<file path="config.mk">
export PLATFORM = sky130hd
export DESIGN_NAME = dual_rtc_alarm_capture
export DESIGN_NICKNAME = d
export VERILOG_FILES = /design/src/logic/rtc_pkg.sv /design/src/logic/pin_sync.sv /design/src/logic/pow2_prescaler.sv /design/src/logic/dual_rtc_alarm_capture.sv
export SDC_FILE = /design/constraint.sdc
export NUM_CORES = 1
export LEC_CHECK = 0
export BUFFER_PORTS_ARGS = -buffer_cell sky130_fd_sc_hd__buf_2
export CORE_ASPECT_RATIO = 1.4
export CORE_UTILIZATION = 55
export DETAILED_ROUTE_END_ITERATION = 12
export PLACE_DENSITY_LB_ADDON = 0.15
export REMOVE_ABC_BUFFERS = 1
export SETUP_SLACK_MARGIN = 0.05
export SLEW_MARGIN = 20
export SYNTH_ARGS = -nofsm -noshare
export SYNTH_HDL_FRONTEND = slang
export SYNTH_SLANG_ARGS = --single-unit
</file>
<file path="constraint.sdc">
create_clock -name sys_clk -period 3.6 [get_ports sys_clk]
set_input_delay 0.36 -clock sys_clk [delete_from_list [all_inputs] [get_ports sys_clk]]
set_output_delay 0.36 -clock sys_clk [all_outputs]
set_load 0.01 [all_outputs]
</file>
<file path="src/logic/rtc_pkg.sv">
// constants, register map and helpers for the dual low-frequency counter.
// assumes one system clock; the 32 kHz sources arrive as plain pins.
package rtc_pkg;
  // source and system rates
  localparam int unsigned LF_HZ = 32768;
  localparam int unsigned SYS_HZ = 25000000;
  localparam logic [3:0] SEC_EXP = 4'h f;  // 2^15 = LF_HZ
  // apb register byte offsets
  localparam logic [7:0] OFS_CTRL = 8'h00;
  localparam logic [7:0] OFS_STATUS = 8'h04;
  localparam logic [7:0] OFS_MASK = 8'h08;
  localparam logic [7:0] OFS_SEC_COUNT = 8'h0c;
  localparam logic [7:0] OFS_SEC_ALARM = 8'h10;
  localparam logic [7:0] OFS_FLEX_COUNT = 8'h14;
  localparam logic [7:0] OFS_FLEX_ALARM = 8'h18;
  localparam logic [7:0] OFS_FLEX_FINE = 8'h1c;
  localparam logic [7:0] OFS_STB_TARGET = 8'h20;
  localparam logic [7:0] OFS_STB_WIDTH = 8'h24;
  localparam logic [7:0] OFS_CAP_COUNT = 8'h28;
  localparam logic [7:0] OFS_CAP_FINE = 8'h2c;
  localparam logic [7:0] OFS_NOW_FINE = 8'h30;
  // control field positions
  localparam int CTL_SEC_EN = 0;
  localparam int CTL_FLEX_EN = 1;
  localparam int CTL_CLK_SEL = 2;
  localparam int CTL_EXP_LO = 4;
  localparam int CTL_SEC_ALM = 8;
  localparam int CTL_FLEX_ALM = 9;
  localparam int CTL_PERIODIC = 10;
  localparam int CTL_STB_EN = 11;
  localparam int CTL_CAP_EN = 12;
  localparam int CTL_CAP_FALL = 13;
  localparam logic [13:0] CTRL_RST = 14'h0000;
  // status / mask bit positions
  localparam int EV_SEC_ALM = 0;
  localparam int EV_FLEX_ALM = 1;
  localparam int EV_PERIODIC = 2;
  localparam int EV_STROBE = 3;
  localparam int EV_CAPTURE = 4;
  localparam int NEV = 5;
  localparam logic [4:0] EV_RST = 5'h00;
  // periodic alarm spacing in prescaled units
  localparam logic [5:0] PERIOD_LAST = 6'h3b;  // 60 units, 0..59
  // power modes seen on the mode input
  typedef enum logic [1:0] {
    PM_ACTIVE = 2'h0,
    PM_CORE_GATED = 2'h1,
    PM_HIBERNATE = 2'h2,
    PM_SHUTDOWN = 2'h3
  } power_mode_t;
  // low bits set below 2^exp: prescaler wrap value
  function automatic logic [14:0] pow2_mask(input logic [3:0] e);
    logic [15:0] one;
    one = 16'h0001 << e;
    return 15'((one - 16'h0001));
  endfunction
endpackage

</file>
<file path="src/logic/pin_sync.sv">
// three-stage synchroniser with agreement filter and edge pulses.
// assumes the pin is asynchronous to sys_clk.
`timescale 1ns/1ps
`default_nettype none
module pin_sync (
  // clock and reset
  input wire logic sys_clk,
  input wire logic nrst,
  // raw pin
  input wire logic pin,
  // filtered level and one-cycle edges
  output logic level,
  output logic rise,
  output logic fall
);
  logic s1_r;  // only read by s2_r
  logic s2_r;
  logic s3_r;
  logic lvl_r;  // accepted level
  // chain of three flops
  always_ff @(posedge sys_clk or negedge nrst) begin
    if (!nrst) begin
      s1_r <= 1'b0;
      s2_r <= 1'b0;
      s3_r <= 1'b0;
    end else begin
      s1_r <= pin;
      s2_r <= s1_r;
      s3_r <= s2_r;
    end
  end
  // a change is taken only once stages two and three agree
  always_ff @(posedge sys_clk or negedge nrst) begin
    if (!nrst) begin
      lvl_r <= 1'b0;
    end else if (s2_r == s3_r) begin
      lvl_r <= s3_r;
    end
  end
  assign level = lvl_r;
  assign rise = (s2_r == s3_r) && s3_r && !lvl_r;
  assign fall = (s2_r == s3_r) && !s3_r && lvl_r;
endmodule // pin_sync
`default_nettype wire

</file>
<file path="src/logic/pow2_prescaler.sv">
// power-of-two prescaler on a tick stream; phase is readable.
// assumes tick_in is a one-cycle pulse per source period.
`timescale 1ns/1ps
`default_nettype none
module pow2_prescaler
  import rtc_pkg::*;
(
  // clock and reset
  input wire logic sys_clk,
  input wire logic nrst,
  // control
  input wire logic run,
  input wire logic clear,
  input wire logic [3:0] exp_sel,
  input wire logic tick_in,
  // results
  output logic [14:0] phase,
  output logic unit_tick
);
  logic [14:0] cnt_r;  // source ticks into current unit
  logic [14:0] mask;
  assign mask = pow2_mask(exp_sel);
  // unit ends on the tick that finds the phase at its wrap value
  assign unit_tick = run && tick_in && ((cnt_r & mask) == mask);
  assign phase = cnt_r & mask;
  // phase counter
  always_ff @(posedge sys_clk or negedge nrst) begin
    if (!nrst) begin
      cnt_r <= 15'h0000;
    end else if (clear || unit_tick) begin
      cnt_r <= 15'h0000;
    end else if (run && tick_in) begin
      cnt_r <= (cnt_r + 15'h0001) & mask;
    end
  end
endmodule // pow2_prescaler
`default_nettype wire

</file>
<file path="src/logic/dual_rtc_alarm_capture.sv">
// two low-frequency counters with alarms, strobe pin and input capture.
// assumes 32 kHz sources and capture pin are asynchronous pins,
// apb master on sys_clk, power mode supplied by the power manager.
`timescale 1ns/1ps
`default_nettype none
module dual_rtc_alarm_capture
  import rtc_pkg::*;
(
  // clock and reset
  input wire logic sys_clk,
  input wire logic nrst,
  // apb slave
  input wire logic psel,
  input wire logic penable,
  input wire logic pwrite,
  input wire logic [7:0] paddr,
  input wire logic [31:0] pwdata,
  output logic [31:0] prdata,
  output logic pready,
  output logic pslverr,
  // low-frequency sources
  input wire logic low_freq_crystal,
  input wire logic low_freq_internal_osc,
  // power manager
  input wire logic [1:0] power_mode,
  output logic wake_req,
  // gpio pins
  input wire logic capture_in,
  output logic timed_strobe_output,
  // interrupt
  output logic irq
);
  // synchronised sources and capture pin
  logic xtal_tick;
  logic osc_tick;
  logic cap_rise;
  logic cap_fall;
  // registers
  logic [13:0] ctrl_r;
  logic [4:0] status_r;
  logic [4:0] mask_r;
  logic [31:0] sec_count_r;
  logic [31:0] sec_alarm_r;
  logic [31:0] flex_count_r;
  logic [31:0] flex_alarm_r;
  logic [14:0] flex_fine_r;  // alarm phase within a unit
  logic [31:0] stb_target_r;
  logic [7:0] stb_width_r;  // units, zero means one
  logic [31:0] cap_count_r;
  logic [14:0] cap_fine_r;
  logic [31:0] prdata_r;
  // internal state
  logic [5:0] period_cnt_r;
  logic [7:0] stb_left_r;  // units of pulse remaining
  logic stb_out_r;
  logic sec_match_r;
  logic flex_match_r;
  logic [14:0] flex_phase;
  logic sec_unit;
  logic flex_unit;
  logic flex_src_tick;
  logic flex_run;
  logic shutdown;
  logic [4:0] events;
  logic [4:0] status_nxt;
  logic wr_en;
  logic rd_setup;
  logic addr_ok;
  logic [31:0] rd_mux;
  logic sec_match;
  logic flex_match;
  logic stb_hit;
  logic cap_edge;

  // pin synchronisers
  pin_sync u_xtal (
    .sys_clk(sys_clk),
    .nrst(nrst),
    .pin(low_freq_crystal),
    .level(),
    .rise(xtal_tick),
    .fall()
  );
  pin_sync u_osc (
    .sys_clk(sys_clk),
    .nrst(nrst),
    .pin(low_freq_internal_osc),
    .level(),
    .rise(osc_tick),
    .fall()
  );
  pin_sync u_cap (
    .sys_clk(sys_clk),
    .nrst(nrst),
    .pin(capture_in),
    .level(),
    .rise(cap_rise),
    .fall(cap_fall)
  );

  // flexible clock only runs outside shutdown; seconds keeps going
  assign shutdown = (power_mode == PM_SHUTDOWN);
  assign flex_src_tick = ctrl_r[CTL_CLK_SEL] ? osc_tick : xtal_tick;
  assign flex_run = ctrl_r[CTL_FLEX_EN] && !shutdown;

  // seconds prescaler, exponent pinned to a full second
  pow2_prescaler u_sec_pre (
    .sys_clk(sys_clk),
    .nrst(nrst),
    .run(ctrl_r[CTL_SEC_EN]),
    .clear(!ctrl_r[CTL_SEC_EN]),
    .exp_sel(SEC_EXP),
    .tick_in(xtal_tick),
    .phase(),
    .unit_tick(sec_unit)
  );

  // flexible prescaler, exponent from control
  pow2_prescaler u_flex_pre (
    .sys_clk(sys_clk),
    .nrst(nrst),
    .run(flex_run),
    .clear(!ctrl_r[CTL_FLEX_EN]),
    .exp_sel(ctrl_r[CTL_EXP_LO+3:CTL_EXP_LO]),
    .tick_in(flex_src_tick),
    .phase(flex_phase),
    .unit_tick(flex_unit)
  );

  // apb decode: zero wait states, errors on unmapped words
  assign wr_en = psel && penable && pwrite;
  assign rd_setup = psel && !penable && !pwrite;
  assign pready = 1'b1;
  assign pslverr = psel && penable && !addr_ok;
  assign prdata = prdata_r;

  // read mux; also serves as the address check
  always_comb begin
    addr_ok = 1'b1;
    rd_mux = 32'h0000_0000;
    case (paddr)
      OFS_CTRL: rd_mux = {18'h0_0000, ctrl_r};
      OFS_STATUS: rd_mux = {27'h000_0000, status_r};
      OFS_MASK: rd_mux = {27'h000_0000, mask_r};
      OFS_SEC_COUNT: rd_mux = sec_count_r;
      OFS_SEC_ALARM: rd_mux = sec_alarm_r;
      OFS_FLEX_COUNT: rd_mux = flex_count_r;
      OFS_FLEX_ALARM: rd_mux = flex_alarm_r;
      OFS_FLEX_FINE: rd_mux = {17'h0_0000, flex_fine_r};
      OFS_STB_TARGET: rd_mux = stb_target_r;
      OFS_STB_WIDTH: rd_mux = {24'h00_0000, stb_width_r};
      OFS_CAP_COUNT: rd_mux = cap_count_r;
      OFS_CAP_FINE: rd_mux = {17'h0_0000, cap_fine_r};
      OFS_NOW_FINE: rd_mux = {17'h0_0000, flex_phase};
      default: addr_ok = 1'b0;  // unmapped reads zero
    endcase
  end

  // read data captured in setup, held through the access phase
  always_ff @(posedge sys_clk or negedge nrst) begin
    if (!nrst) begin
      prdata_r <= 32'h0000_0000;
    end else if (rd_setup) begin
      prdata_r <= rd_mux;
    end
  end

  // software-only configuration registers
  always_ff @(posedge sys_clk or negedge nrst) begin
    if (!nrst) begin
      ctrl_r <= CTRL_RST;
      mask_r <= EV_RST;
      sec_alarm_r <= 32'h0000_0000;
      flex_alarm_r <= 32'h0000_0000;
      flex_fine_r <= 15'h0000;
      stb_target_r <= 32'h0000_0000;
      stb_width_r <= 8'h00;
    end else if (wr_en) begin
      case (paddr)
        OFS_CTRL: ctrl_r <= pwdata[13:0];
        OFS_MASK: mask_r <= pwdata[4:0];
        OFS_SEC_ALARM: sec_alarm_r <= pwdata;
        OFS_FLEX_ALARM: flex_alarm_r <= pwdata;
        OFS_FLEX_FINE: flex_fine_r <= pwdata[14:0];
        OFS_STB_TARGET: stb_target_r <= pwdata;
        OFS_STB_WIDTH: stb_width_r <= pwdata[7:0];
        default: ;  // count and status writes have their own process; capture and phase are read-only
      endcase
    end
  end

  // seconds count: a write loads it, else one step per second
  always_ff @(posedge sys_clk or negedge nrst) begin
    if (!nrst) begin
      sec_count_r <= 32'h0000_0000;
    end else if (wr_en && paddr == OFS_SEC_COUNT) begin
      sec_count_r <= pwdata;
    end else if (sec_unit) begin
      sec_count_r <= sec_count_r + 32'h0000_0001;
    end
  end

  // flexible count: one step per prescaled unit
  always_ff @(posedge sys_clk or negedge nrst) begin
    if (!nrst) begin
      flex_count_r <= 32'h0000_0000;
    end else if (wr_en && paddr == OFS_FLEX_COUNT) begin
      flex_count_r <= pwdata;
    end else if (flex_unit) begin
      flex_count_r <= flex_count_r + 32'h0000_0001;
    end
  end

  // alarm matches; only the first cycle of a match fires, so an
  // absolute alarm cannot repeat while the count sits on it
  assign sec_match = ctrl_r[CTL_SEC_ALM] && (sec_count_r == sec_alarm_r);
  assign flex_match = ctrl_r[CTL_FLEX_ALM] && flex_run
    && (flex_count_r == flex_alarm_r)
    && (flex_phase == (flex_fine_r & pow2_mask(ctrl_r[CTL_EXP_LO+3:CTL_EXP_LO])));
  always_ff @(posedge sys_clk or negedge nrst) begin
    if (!nrst) begin
      sec_match_r <= 1'b0;
      flex_match_r <= 1'b0;
    end else begin
      sec_match_r <= sec_match;
      flex_match_r <= flex_match;
    end
  end

  // periodic alarm: every sixtieth unit while enabled
  always_ff @(posedge sys_clk or negedge nrst) begin
    if (!nrst) begin
      period_cnt_r <= 6'h00;
    end else if (!ctrl_r[CTL_PERIODIC]) begin
      period_cnt_r <= 6'h00;  // restart spacing on enable
    end else if (flex_unit) begin
      if (period_cnt_r == PERIOD_LAST) begin
        period_cnt_r <= 6'h00;
      end else begin
        period_cnt_r <= period_cnt_r + 6'h01;
      end
    end
  end

  // strobe starts on the unit step that lands on the target
  assign stb_hit = ctrl_r[CTL_STB_EN] && flex_unit
    && ((flex_count_r + 32'h0000_0001) == stb_target_r);

  // strobe pulse: width in units, zero taken as one
  always_ff @(posedge sys_clk or negedge nrst) begin
    if (!nrst) begin
      stb_out_r <= 1'b0;
      stb_left_r <= 8'h00;
    end else if (!ctrl_r[CTL_STB_EN]) begin
      stb_out_r <= 1'b0;  // disabling cuts a pulse short
      stb_left_r <= 8'h00;
    end else if (stb_hit) begin
      stb_out_r <= 1'b1;
      stb_left_r <= (stb_width_r == 8'h00) ? 8'h01 : stb_width_r;
    end else if (flex_unit && stb_out_r) begin
      stb_left_r <= stb_left_r - 8'h01;
      if (stb_left_r == 8'h01) begin
        stb_out_r <= 1'b0;
      end
    end
  end
  assign timed_strobe_output = stb_out_r;

  // capture edge select; pin may move in any power mode
  assign cap_edge = ctrl_r[CTL_CAP_EN]
    && (ctrl_r[CTL_CAP_FALL] ? cap_fall : cap_rise);

  // snapshot count and phase, so the exact source cycle is kept
  always_ff @(posedge sys_clk or negedge nrst) begin
    if (!nrst) begin
      cap_count_r <= 32'h0000_0000;
      cap_fine_r <= 15'h0000;
    end else if (cap_edge) begin
      cap_count_r <= flex_count_r;
      cap_fine_r <= flex_phase;
    end
  end

  // event vector for the sticky status
  assign events[EV_SEC_ALM] = sec_match && !sec_match_r;
  assign events[EV_FLEX_ALM] = flex_match && !flex_match_r;
  assign events[EV_PERIODIC] = ctrl_r[CTL_PERIODIC] && flex_unit
    && (period_cnt_r == PERIOD_LAST);
  assign events[EV_STROBE] = stb_hit;
  assign events[EV_CAPTURE] = cap_edge;

  // write-one-to-clear, but a new event in the same cycle survives
  always_comb begin
    status_nxt = status_r;
    if (wr_en && paddr == OFS_STATUS) begin
      status_nxt = status_r & ~pwdata[4:0];
    end
    status_nxt = status_nxt | events;
  end
  always_ff @(posedge sys_clk or negedge nrst) begin
    if (!nrst) begin
      status_r <= EV_RST;
    end else begin
      status_r <= status_nxt;
    end
  end

  // level interrupt from unmasked sticky bits
  assign irq = |(status_r & mask_r);

  // wake: only the seconds alarm can reach a shut-down chip
  always_comb begin
    if (power_mode == PM_ACTIVE) begin
      wake_req = 1'b0;  // already awake
    end else if (shutdown) begin
      wake_req = status_r[EV_SEC_ALM] && mask_r[EV_SEC_ALM];
    end else begin
      wake_req = irq;
    end
  end
endmodule // dual_rtc_alarm_capture
`default_nettype wire

</file>
# == Word-level counts from Yosys, hierarchy flattened ==
# Index checks and enable logic that the tools add are counted.
# word_totals
word_cells,165
input_bits,50
reg_bits,345
# classes
n_shift,1
reduce_logical,65
bitwise_logic,7
mux,26
n_eq_ne,27
n_addsub,7
# ops
op,n
$pmux W32 S13,1
$mux W32,4
$eq A32 B32 Y1,3
$add A32 B1 Y32 const B,2
$mux W15,4
$and A15 B15 Y15,3
$eq A8 B6 Y1 const B,5
$logic_and A1 B1 Y1,34
$eq A8 B5 Y1 const B,4
$mux W8,4
$add A15 B1 Y15 const B,2
$eq A15 B15 Y1,2
$mux W6,3
$eq A8 B4 Y1 const B,2
$logic_not A8 Y1,2
$reduce_and A2 Y1,8
$eq A15 B15 Y1 const B,1
$shl A1 B4 Y15 const A,1
$sub A15 B1 Y15 const B,1
$reduce_or A13 Y1,1
$logic_not A1 Y1,12
$and A5 B5 Y5,2
$mux W1,9
$eq A8 B1 Y1 const B,1
other kinds (15),22

# == Longest topological paths before layout ==
# Gate-level depths: netlist (run 1).
# logic_depth
word_depth,10
mapped_depth,16

# == Hierarchy ==
# A second synthesis (run 1) with hierarchy kept.
# hier_totals
cells_unflattened,1952
area_unflattened_um2,19661.4
# by_module_without_submodules
module,instances,seq_area_each_um2,cells_per_inst,area_per_inst_um2
dual_rtc_alarm_capture,1,7582.3,1559,16343.2
pow2_prescaler,2,375.4,180,1418.9
pin_sync,3,100.1,11,160.2

# == Worst setup path after synthesis (run 1) ==
# OpenSTA, ideal clock, no wires.
# synth_path
kind,reg2reg
start,reg ctrl_r[4]
end,reg stb_left_r[1]
setup_time_ns,0.125
t_arrival_ns,3.660
required_ns,3.475
stages_incl_launch_ff,16
setup_slack_ns,-0.185
path_cell_list,dfrtp_1 buf_2 nor4_1 inv_1 ha_1 clkbuf_1 and2_1 o211ai_1 a31oi_1 nor4_1 and3_1 clkbuf_1 nand3_1 or4_1 buf_6 mux2_4
# synth_via
elab_chain_cells,9
# synth_lines
element,line_no,rtl
start: declaration,dual_rtc_alarm_capture.sv:39,logic [13:0] ctrl_r;
start signal: assignment,dual_rtc_alarm_capture.sv:180,OFS_CTRL: ctrl_r <= pwdata[13:0];
$shl A1 B4 Y15 (*),rtc_pkg.sv:54,one = 16'h0001 << e;
$sub A15 B1 Y15 (*),rtc_pkg.sv:55,return 15'((one - 16'h0001));
$and A15 B15 Y15,pow2_prescaler.sv:24,assign unit_tick = run && tick_in && ((cnt_r & mask) == mask);
$eq A15 B15 Y1 (*),pow2_prescaler.sv:24,
$logic_and A1 B1 Y1 (*),pow2_prescaler.sv:24,
$logic_and A1 B1 Y1,dual_rtc_alarm_capture.sv:246,assign stb_hit = ctrl_r[CTL_STB_EN] && flex_unit
$logic_and A1 B1 Y1,dual_rtc_alarm_capture.sv:247,&& ((flex_count_r + 32'h0000_0001) == stb_target_r);
$mux W8,dual_rtc_alarm_capture.sv:257,end else if (stb_hit) begin
$mux W8,dual_rtc_alarm_capture.sv:254,end else if (!ctrl_r[CTL_STB_EN]) begin
end signal: assignment,dual_rtc_alarm_capture.sv:259,stb_left_r <= (stb_width_r == 8'h00) ? 8'h01 : stb_width_r;
end signal: assignment,dual_rtc_alarm_capture.sv:261,stb_left_r <= stb_left_r - 8'h01;
end: declaration,dual_rtc_alarm_capture.sv:54,logic [7:0] stb_left_r;
# Every way passes the cells marked *; elsewhere a longest branch is shown, timed or not.
# A chain may end at the register's enable or synchronous reset.

# == Worst setup path after layout (run 1) ==
# layout_path
start,reg flex_count_r[6]
end,reg stb_left_r[4]
# layout_via
elab_chain_cells,5
# layout_lines
element,line_no,rtl
start: declaration,dual_rtc_alarm_capture.sv:44,logic [31:0] flex_count_r;
start signal: assignment,dual_rtc_alarm_capture.sv:208,flex_count_r <= pwdata;
start signal: assignment,dual_rtc_alarm_capture.sv:210,flex_count_r <= flex_count_r + 32'h0000_0001;
$add A32 B1 Y32 (*),dual_rtc_alarm_capture.sv:247,
$eq A32 B32 Y1 (*),dual_rtc_alarm_capture.sv:247,
$logic_and A1 B1 Y1 (*),dual_rtc_alarm_capture.sv:247,
$mux W8,dual_rtc_alarm_capture.sv:257,
$mux W8,dual_rtc_alarm_capture.sv:254,
# Marks and branches as above.

==> impl_metrics.yaml, run 1 <==
logic_synthesis:
  netlist_area_um2: 18500
  synth.lib_cells_used.distinct: 71
  synth_common_cells: "dfrtp_1, nor2_1, mux2_2"
  synth_area_per_cell_um2: 10.2
  synth_area_leaders: "dfrtp_1, mux2_2, xnor2_1, xor2_1, nor2_1"
  seq_area_frac_synth_pct: 46.7
  synth.top_cell.area_share_pct: 46.7
  synth-seq-cells: 345
  async_flop_share_pct: 100
  synthCells: 1811
  synth_edf_count: 0
  yosysWarnings: 0
  synthFlopType: "dfrtp_1"
  yosysTopAreaCell: "dfrtp_1"
  yosysMostFrequentCell: "dfrtp_1"
route:
  wl_per_cell_um: 24.8
  first_pass_iters: 6
  drt_iter0_markers: 1634
  viasPerCell: 6.48
  wl_um: 58400
  vias: 15300
  antenna_left: 0
  drc: 0
cts:
  clk_pin_slew_ns: 0.06
  cts.sinks: 345
  clock_latency_ns: 0.54
  cts_tree: "built"
  root_buffer: "clkbuf_16"
  cts.path.max_buffers: 3
  cts_max_level: 2
  cts_setup_buffers: 0
  cts_inserted_buffers: 36
sta:
  finalCriticalPeriod_ns: 3.40
  min_period_over_period_pct: 94.5
  worst_clock_skew_ns: 0.0214
  fin_hold_ws_ns: 0.133
  max_freq_ghz: 0.294
  rsz0062_at_grt: "false"
  setup_violations: 0
  tightest_slew_ns: 1.05
  hold_violations: 0
  slew_headroom_pct: 29.9
  maxSlewViolCount: 0
  setup_ws_ns: 0.197
pwr:
  ir_worst_vdd_mv: 0.363
  power_mw: 8.53
  p_leak_nw: 9.28
  p_per_area_nw_per_um2: 409
final_layout:
  fin_util_pct: 62.8
  drive_gt1_share_pct: 22.1
  nFillCells: 2803
  area_delta_synth_final_pct: 12.8
  fin_nets: 1946
  multi_input_area_um2: 9260
  ff_latch_area_um2: 8630
global_route:
  grt.overflow.total: 0
  first_global_vias: 15000
  grt_pass1_wl_um: 89600
  grt_start_max_net_pins: 122
  antenna_found_initial: 2
  grtUsageTotal_pct: 35.0
worst_setup_path:
  crit_fanout: 10
  worstSetupPathType: "flop to flop"
  startpoint_type: "flop"
  endpoint_kind: "flop"
  arrival_ns: 3.81
  cp_top_family: "simple AND/OR/NAND/NOR gates"
  cp_slowest_cell: "or4_4"
  cp_num_buf_inv: 1
  worstPathCellList: "nand4_4 -> or4_4 -> mux2i_1 -> o2111ai_1 -> a2111oi_2 -> nand4_1 -> or4_1 -> buf_4 -> mux2_4"
  cp_slowest_stage_delay_ns: 0.64
  crit_required_ns: 4.01
die:
  rows: 79
  die_h_um: 219
  dieArea_um2: 34400
  core_um2: 33200
  initial_core_util_pct: 55.7
  ios: 87
  die_w_um: 157
placed_design:
  place_congestion: 0.944
  pre_cts_slack_ns: 0.0598
  hpwl_um: 40800
  port_buffers: 85
outcome:
  status: "finished clean"
worst_hold_path:
  hold_class: "input pin to flop"
job:
  max-cap-violations: 0
[per-layer routing]
| layer | vias to the layer above | GRT usage (%) | routed length [um] |
|---|---|---|---|
| met3 | 202 | 5.75 | 4380 |
| li1 | 6728 | - | - |
| met4 | 2 | 21.5 | 3650 |
| met1 | 7575 | 42.7 | 22200 |
| met5 | - | 0 | 13 |
| met2 | 754 | 57.6 | 28200 |
[power by group]
part	total, mW	internal [mW]	switching [mW]
Sequential	4.08	3.98	0.0970
Combinational	0.612	0.235	0.377
Clock	3.84	2.29	1.55
Total	8.53	6.51	2.02
[registers in the layout, summed over array words and instances (netlist names), 32 cells and up]
signal / cells
cap_count_r: 32
flex_alarm_r: 32
flex_count_r: 32
prdata: 32
sec_alarm_r: 32
sec_count_r: 32
stb_target_r: 32
[worst reg2reg max path: stages (launching register included)]
cell	delay, ns
dfrtp_1	0.55
nand4_4	0.21
or4_4	0.64
mux2i_1	0.22
o2111ai_1	0.16
a2111oi_2	0.37
nand4_1	0.15
or4_1	0.44
buf_4	0.22
mux2_4	0.32
[placed cells by master, fill, tap and decap left out, types with 70 or more instances in the layout]
| master | count |
|---|---|
| a21oi_1 | 96 |
| buf_4 | 75 |
| mux2_2 | 169 |
| xnor2_1 | 116 |
| nand2_1 | 111 |
| nor2_1 | 179 |
| o21ai_0 | 70 |
| dfrtp_1 | 345 |
| buf_2 | 84 |
| xor2_1 | 80 |
[through the flow]
stage	cell area [um^2]	instances	setup TNS, ns
after detailed placement	19600	2287	0
final	20900	2354	0
after floorplan	17900	1678	-78.49
after global routing	20900	2353	0
after global placement	19600	2287	0
after CTS	20800	2353	0
[path summary, 6_finish.rpt]
kind	depth (start not counted)	slack (ns)	from	endpoint
worst max-delay path	9	0.20	flex_count_r[6]	stb_left_r[4]
worst min-delay path	2	0.13	pwdata[20]	flex_alarm_r[20]
worst max register to register	9	0.20	flex_count_r[6]	stb_left_r[4]
worst min register to register	0	0.35	u_xtal.s1_r	u_xtal.s2_r
max in group asynchronous	3	2.12	nrst	stb_target_r[15]
min in group asynchronous	2	0.49	nrst	sec_count_r[29]
[cell families after synthesis]
logic type	share of synthesized area, %
xor+xnor	9.28
fa+ha+maj	0.812
other cells	0.0203
compound gates	13.8
flops	46.7
simple gates	14.4
buf+inv	3.75
mux	11.2
[what timing repair did]
item | in CTS | in global routing
setup endpoints to repair | 4 | 8
hold endpoints to repair | 18 | 0
gates resized for setup | 1 | 8
hold buffers | 4 | 0
pin swaps | 0 | 1
cloned | 0 | 0
[layout make-up]
type	instances	share of cell area (%)
Tap cell	445	2.67
Multi-Input combinational cell	1305	44.4
Timing Repair Buffer	168	5.34
Clock inverter	10	0.732
Antenna cell	1	0.0120
Sequential cell	345	41.4
Inverter	28	0.504
Clock buffer	52	5.00
Power figures use the tool's default switching activity.
==> inputs of run 2 (changes only) <==
Settings changed: BUFFER_PORTS_ARGS -buffer_cell sky130_fd_sc_hd__buf_2 to default, DONT_BUFFER_PORTS from default to 1, SLEW_MARGIN 20 to default.
==> run 2 against run 1 <==
- the flow now finishes with violations (hold timing)
- clock skew decreased by 0.0023 ns
- cell area about the same
- via count decreased by 1.8%
- sequential share of layout area about the same
- worst setup slack got worse by 0.032 ns
- utilization about the same
- sequential power about the same
- largest cell class unchanged
==> impl_metrics.yaml, run 2 (same netlist as run 1, synthesis figures left out) <==
outcome:
  status: "complete, but fails checks"
  violations: "hold timing"
final_layout:
  nFillCells: 2820
  layout_common_cells: "dfrtp_1, nor2_1, mux2_2"
  drive_gt1_share_pct: 18.5
  finalNonFillerCells: 2305
  layout_commonest_cell: "dfrtp_1"
  fin_nets: 1892
  area_delta_synth_final_pct: 12.7
worst_setup_path:
  crit_fanout: 20
  cp_slowest_stage_delay_ns: 0.50
  endpoint_kind: "flop"
  rr_worst_depth: 14
  startpoint_type: "flop"
  cp_num_buf_inv: 4
  crit_required_ns: 4.03
  cp_top_family: "simple AND/OR/NAND/NOR gates"
  path_depth: 14
  startpoint: "ctrl_r[7]"
  worstSetupPathType: "flop to flop"
  timing.critical_path.to: "stb_left_r[1]"
  rr_endpoint: "stb_left_r[1]"
  worstPathCellList: "buf_8 -> inv_1 -> nand3_1 -> ha_2 -> buf_4 -> nor4_1 -> a21o_1 -> a32o_1 -> nor4_4 -> and3_4 -> nand3_1 -> or4_1 -> buf_4 -> mux2_4"
  arrival_ns: 3.87
  cp_slowest_cell: "or4_1"
  timing.rr.start: "ctrl_r[7]"
  r2r_slack_ns: 0.16
sta:
  hold_violations: 346
  fin_hold_ws_ns: -0.485
  finalCriticalPeriod_ns: 3.44
  rsz0062_at_grt: "false"
  worst_clock_skew_ns: 0.0191
  maxSlewViolCount: 0
  min_period_over_period_pct: 95.4
  slew_headroom_pct: 34.5
  tightest_slew_ns: 0.980
  setup_violations: 0
  max_freq_ghz: 0.291
route:
  first_pass_iters: 7
  drt_iter0_markers: 1689
  vias: 15000
  wl_per_cell_um: 26.1
  antenna_left: 0
  wl_um: 60100
  drc: 0
  viasPerCell: 6.50
global_route:
  grt_start_max_net_pins: 346
  grt.overflow.total: 0
  grtUsageTotal_pct: 35.6
  antenna_found_initial: 2
  grt_pass1_wl_um: 90300
  first_global_vias: 14900
die:
  core_um2: 33200
  initial_core_util_pct: 55.7
  rows: 79
  die_w_um: 157
  die_h_um: 219
  dieArea_um2: 34400
  ios: 87
cts:
  cts_tree: "built"
  cts_hold_buf: 37
  root_buffer: "clkbuf_16"
  cts_inserted_buffers: 37
  cts_max_level: 2
  cts.path.max_buffers: 3
  cts.sinks: 345
  clock_latency_ns: 0.55
  clk_pin_slew_ns: 0.06
pwr:
  p_leak_nw: 9.12
  p_per_area_nw_per_um2: 413
  ir_worst_vdd_mv: 0.404
placed_design:
  hpwl_um: 40900
  port_buffers: 0
  place_congestion: 0.953
  dp.cells: 2198
worst_hold_path:
  hold_class: "input pin to async pin"
job:
  max-cap-violations: 0
[run 2: cell types whose count changed in the layout (fill, tap and decap cells not counted), sizes merged]
cell,change
buf,-88
bufinv,-1
clkbuf,+3
clkinv,+1
clkinvlp,-1
diode,+1
dlygate4sd3,+33
inv,+3
[run 2: final cells by class]
type,count,area [um^2],share of cell area (%)
multi-input cells,1305,9270,44.5
flip-flops and latches,345,8630,41.4
clock buffers,55,1150,5.50
repair buffers,113,986,4.73
well taps,445,557,2.67
clock inverters,12,146,0.702
inverters,28,105,0.504
diodes,2,5.00,0.0240
[run 2: worst reg2reg max path: stages (launching register included)]
cell and delay, ns:
dfrtp_1 0.42, buf_8 0.20, inv_1 0.07, nand3_1 0.08
ha_2 0.22, buf_4 0.13, nor4_1 0.04, a21o_1 0.17
a32o_1 0.30, nor4_4 0.34, and3_4 0.24, nand3_1 0.08
or4_1 0.50, buf_4 0.22, mux2_4 0.32
[run 2: worst min path at each step]
stage,start,to,depth (start not counted)
2_1_floorplan,nrst,cap_count_r[0],0
3_3_place_gp,nrst,sec_count_r[30],0
3_5_place_dp,nrst,sec_count_r[30],0
4_1_cts,nrst,sec_count_r[30],0
5_1_grt,nrst,sec_count_r[29],0
6_report,nrst,sec_count_r[30],0
[run 2: layer usage]
metal	track usage [%]	wire length (um)
met1	42.1	22700
met2	60.7	29500
met3	5.47	3980
met4	21.5	3960
met5	0	11
[run 2: power by group]
group / switching (mW) / internal, mW
registers: 0.129 / 3.98
logic: 0.254 / 0.200
clock network: 1.62 / 2.43
[run 2: metrics by stage]
stage / utilization [%] / TNS, ns / setup slack [ns] / power, mW / area [um^2]
6_report: 62.8 / 0 / 0.165 / 8.61 / 20800
4_1_cts: 62.6 / 0 / 0.0730 / 8.64 / 20800
3_5_place_dp: 57.6 / -0.200 / -0.0526 / 4.55 / 19100
3_3_place_gp: 57.6 / 0 / 0.0332 / 4.54 / 19100
5_1_grt: 62.8 / 0 / 0.0208 / 8.84 / 20800
2_1_floorplan: - / -78.49 / -1.50 / 4.40 / 17900
[run 2: repair_timing]
action | 4_1_cts | 5_1_grt
setup endpoints to repair | 5 | 8
pin swaps | 0 | 2
hold endpoints to repair | 545 | 345
buffers inserted | 0 | 1
gates resized for setup | 2 | 9
==> inputs of run 3 (changes only) <==
Settings changed: CORE_MARGIN from default to 2.
==> run 3 against run 2 <==
- power shrank 1.8%
- flip-flop and latch count is the same
- die area grew 2.2%
- critical endpoint unchanged
- critical path depth shrank 1
- wire length shrank 1.4%
- largest power group unchanged
- the run still ends with hold timing left
==> impl_metrics.yaml, run 3 (same netlist as run 1, synthesis figures left out) <==
worst_setup_path:
  endpoint_kind: "flop"
  startpoint: "ctrl_r[7]"
  worstPathCellList: "nor4_4 -> inv_1 -> ha_4 -> buf_4 -> nor2b_1 -> a32o_1 -> nor4_2 -> buf_4 -> and3_4 -> nand3_1 -> or4_4 -> buf_8 -> mux2_4"
  cp_slowest_stage_delay_ns: 0.50
  cp_num_buf_inv: 4
  worstSetupPathType: "flop to flop"
  rr_endpoint: "stb_left_r[1]"
  crit_fanout: 10
  startpoint_type: "flop"
  rr_worst_depth: 13
  crit_required_ns: 4.02
  r2r_slack_ns: 0.18
  cp_slowest_cell: "or4_4"
  timing.rr.start: "ctrl_r[7]"
  crit_top_cell: "buf_4"
  arrival_ns: 3.84
  cp_top_family: "simple AND/OR/NAND/NOR gates"
sta:
  worst_clock_skew_ns: 0.0127
  finalCriticalPeriod_ns: 3.42
  hold_violations: 345
  maxSlewViolCount: 0
  min_period_over_period_pct: 95.1
  fin_hold_ws_ns: -0.471
  tightest_slew_ns: 1.38
  rsz0062_at_grt: "false"
  max_freq_ghz: 0.292
  setup_violations: 0
  slew_headroom_pct: 7.34
route:
  viasPerCell: 6.56
  antenna_left: 0
  first_pass_iters: 7
  drc: 0
  drt_iter0_markers: 1718
  vias: 15100
  wl_per_cell_um: 25.7
  wl_um: 59200
final_layout:
  area_delta_synth_final_pct: 12.4
  diodes: 0
  layout_commonest_cell: "dfrtp_1"
  fin_nets: 1891
  layout_common_cells: "dfrtp_1, nor2_1, mux2_2"
  drive_gt1_share_pct: 18.4
  postLayoutCellArea_um2: 20800
  finalNonFillerCells: 2302
pwr:
  ir_worst_vdd_mv: 0.385
  p_leak_nw: 9.08
  p_per_area_nw_per_um2: 407
global_route:
  antenna_found_initial: 0
  grt_pass1_wl_um: 91300
  grtUsageTotal_pct: 33.7
  grt.overflow.total: 0
  first_global_vias: 15300
  grt_start_max_net_pins: 346
placed_design:
  hpwl_um: 41400
  dp.cells: 2198
  dpl_cell_area_um2: 19100
  place_congestion: 0.959
  port_buffers: 0
die:
  die_h_um: 221
  ios: 87
  initial_core_util_pct: 55.7
  dieArea_um2: 35100
  core_um2: 33200
  rows: 79
  die_w_um: 159
cts:
  cts.path.max_buffers: 3
  root_buffer: "clkbuf_16"
  cts_hold_buf: 35
  clk_pin_slew_ns: 0.06
  cts_max_level: 2
  cts_inserted_buffers: 37
  cts.sinks: 345
  cts_tree: "built"
  clock_latency_ns: 0.54
outcome:
  status: "complete, but fails checks"
  violations: "hold timing"
worst_hold_path:
  hold_class: "input pin to async pin"
job:
  max-cap-violations: 0
-- run 3: area by class of cell --
class | instances | area [um^2]
clock buffers | 53 | 1080
clock inverters | 14 | 151
fillers | 2825 | 12400
inverters | 28 | 105
multi-input cells | 1305 | 9270
flip-flops and latches | 345 | 8630
well taps | 445 | 557
repair buffers | 112 | 991
-- run 3: per-layer routing --
layer	GRT usage, %	part of all wire [%]
met1	41.0	37
met5	0	0
met2	57.3	50
met3	5.14	7.5
met4	18.9	6.4
-- run 3: worst max path at each step --
stage                               end  slack (ns)  cells past startpoint
after floorplan           cap_fine_r[0]       -1.50                      5
after global routing      stb_left_r[2]        0.06                     13
final                     stb_left_r[1]        0.18                     13
after global placement    stb_left_r[1]        0.13                     13
after CTS                 stb_left_r[1]        0.10                     15
after detailed placement  stb_left_r[4]        0.02                     13
-- run 3: stage by stage --
step                      util, %  setup WS [ns]  setup TNS (ns)  hold WS (ns)  power (mW)
after global placement       57.5          0.131               0        0.0823        4.53
after detailed placement     57.5         0.0215               0        0.0769        4.55
after CTS                    62.3          0.105               0        -0.495        8.50
after floorplan                 -          -1.50          -78.49        0.0644        4.40
final                        62.6          0.177               0        -0.471        8.45
after global routing         62.6         0.0637               0        -0.486        8.72
-- run 3: power by group --
| group | switching, mW | internal, mW | total (mW) |
|---|---|---|---|
| Sequential | 0.130 | 3.98 | 4.11 |
| Combinational | 0.250 | 0.196 | 0.446 |
| Clock | 1.59 | 2.31 | 3.90 |
| Total | 1.97 | 6.48 | 8.45 |
-- run 3: timing repair --
action                                  4_1_cts  5_1_grt
hold endpoints to repair                    551      345
pin swaps                                     0        2
buffers inserted                              0        1
gates cloned                                  0        1
endpoints found under the setup margin        4        6
gates resized for setup                       3       11
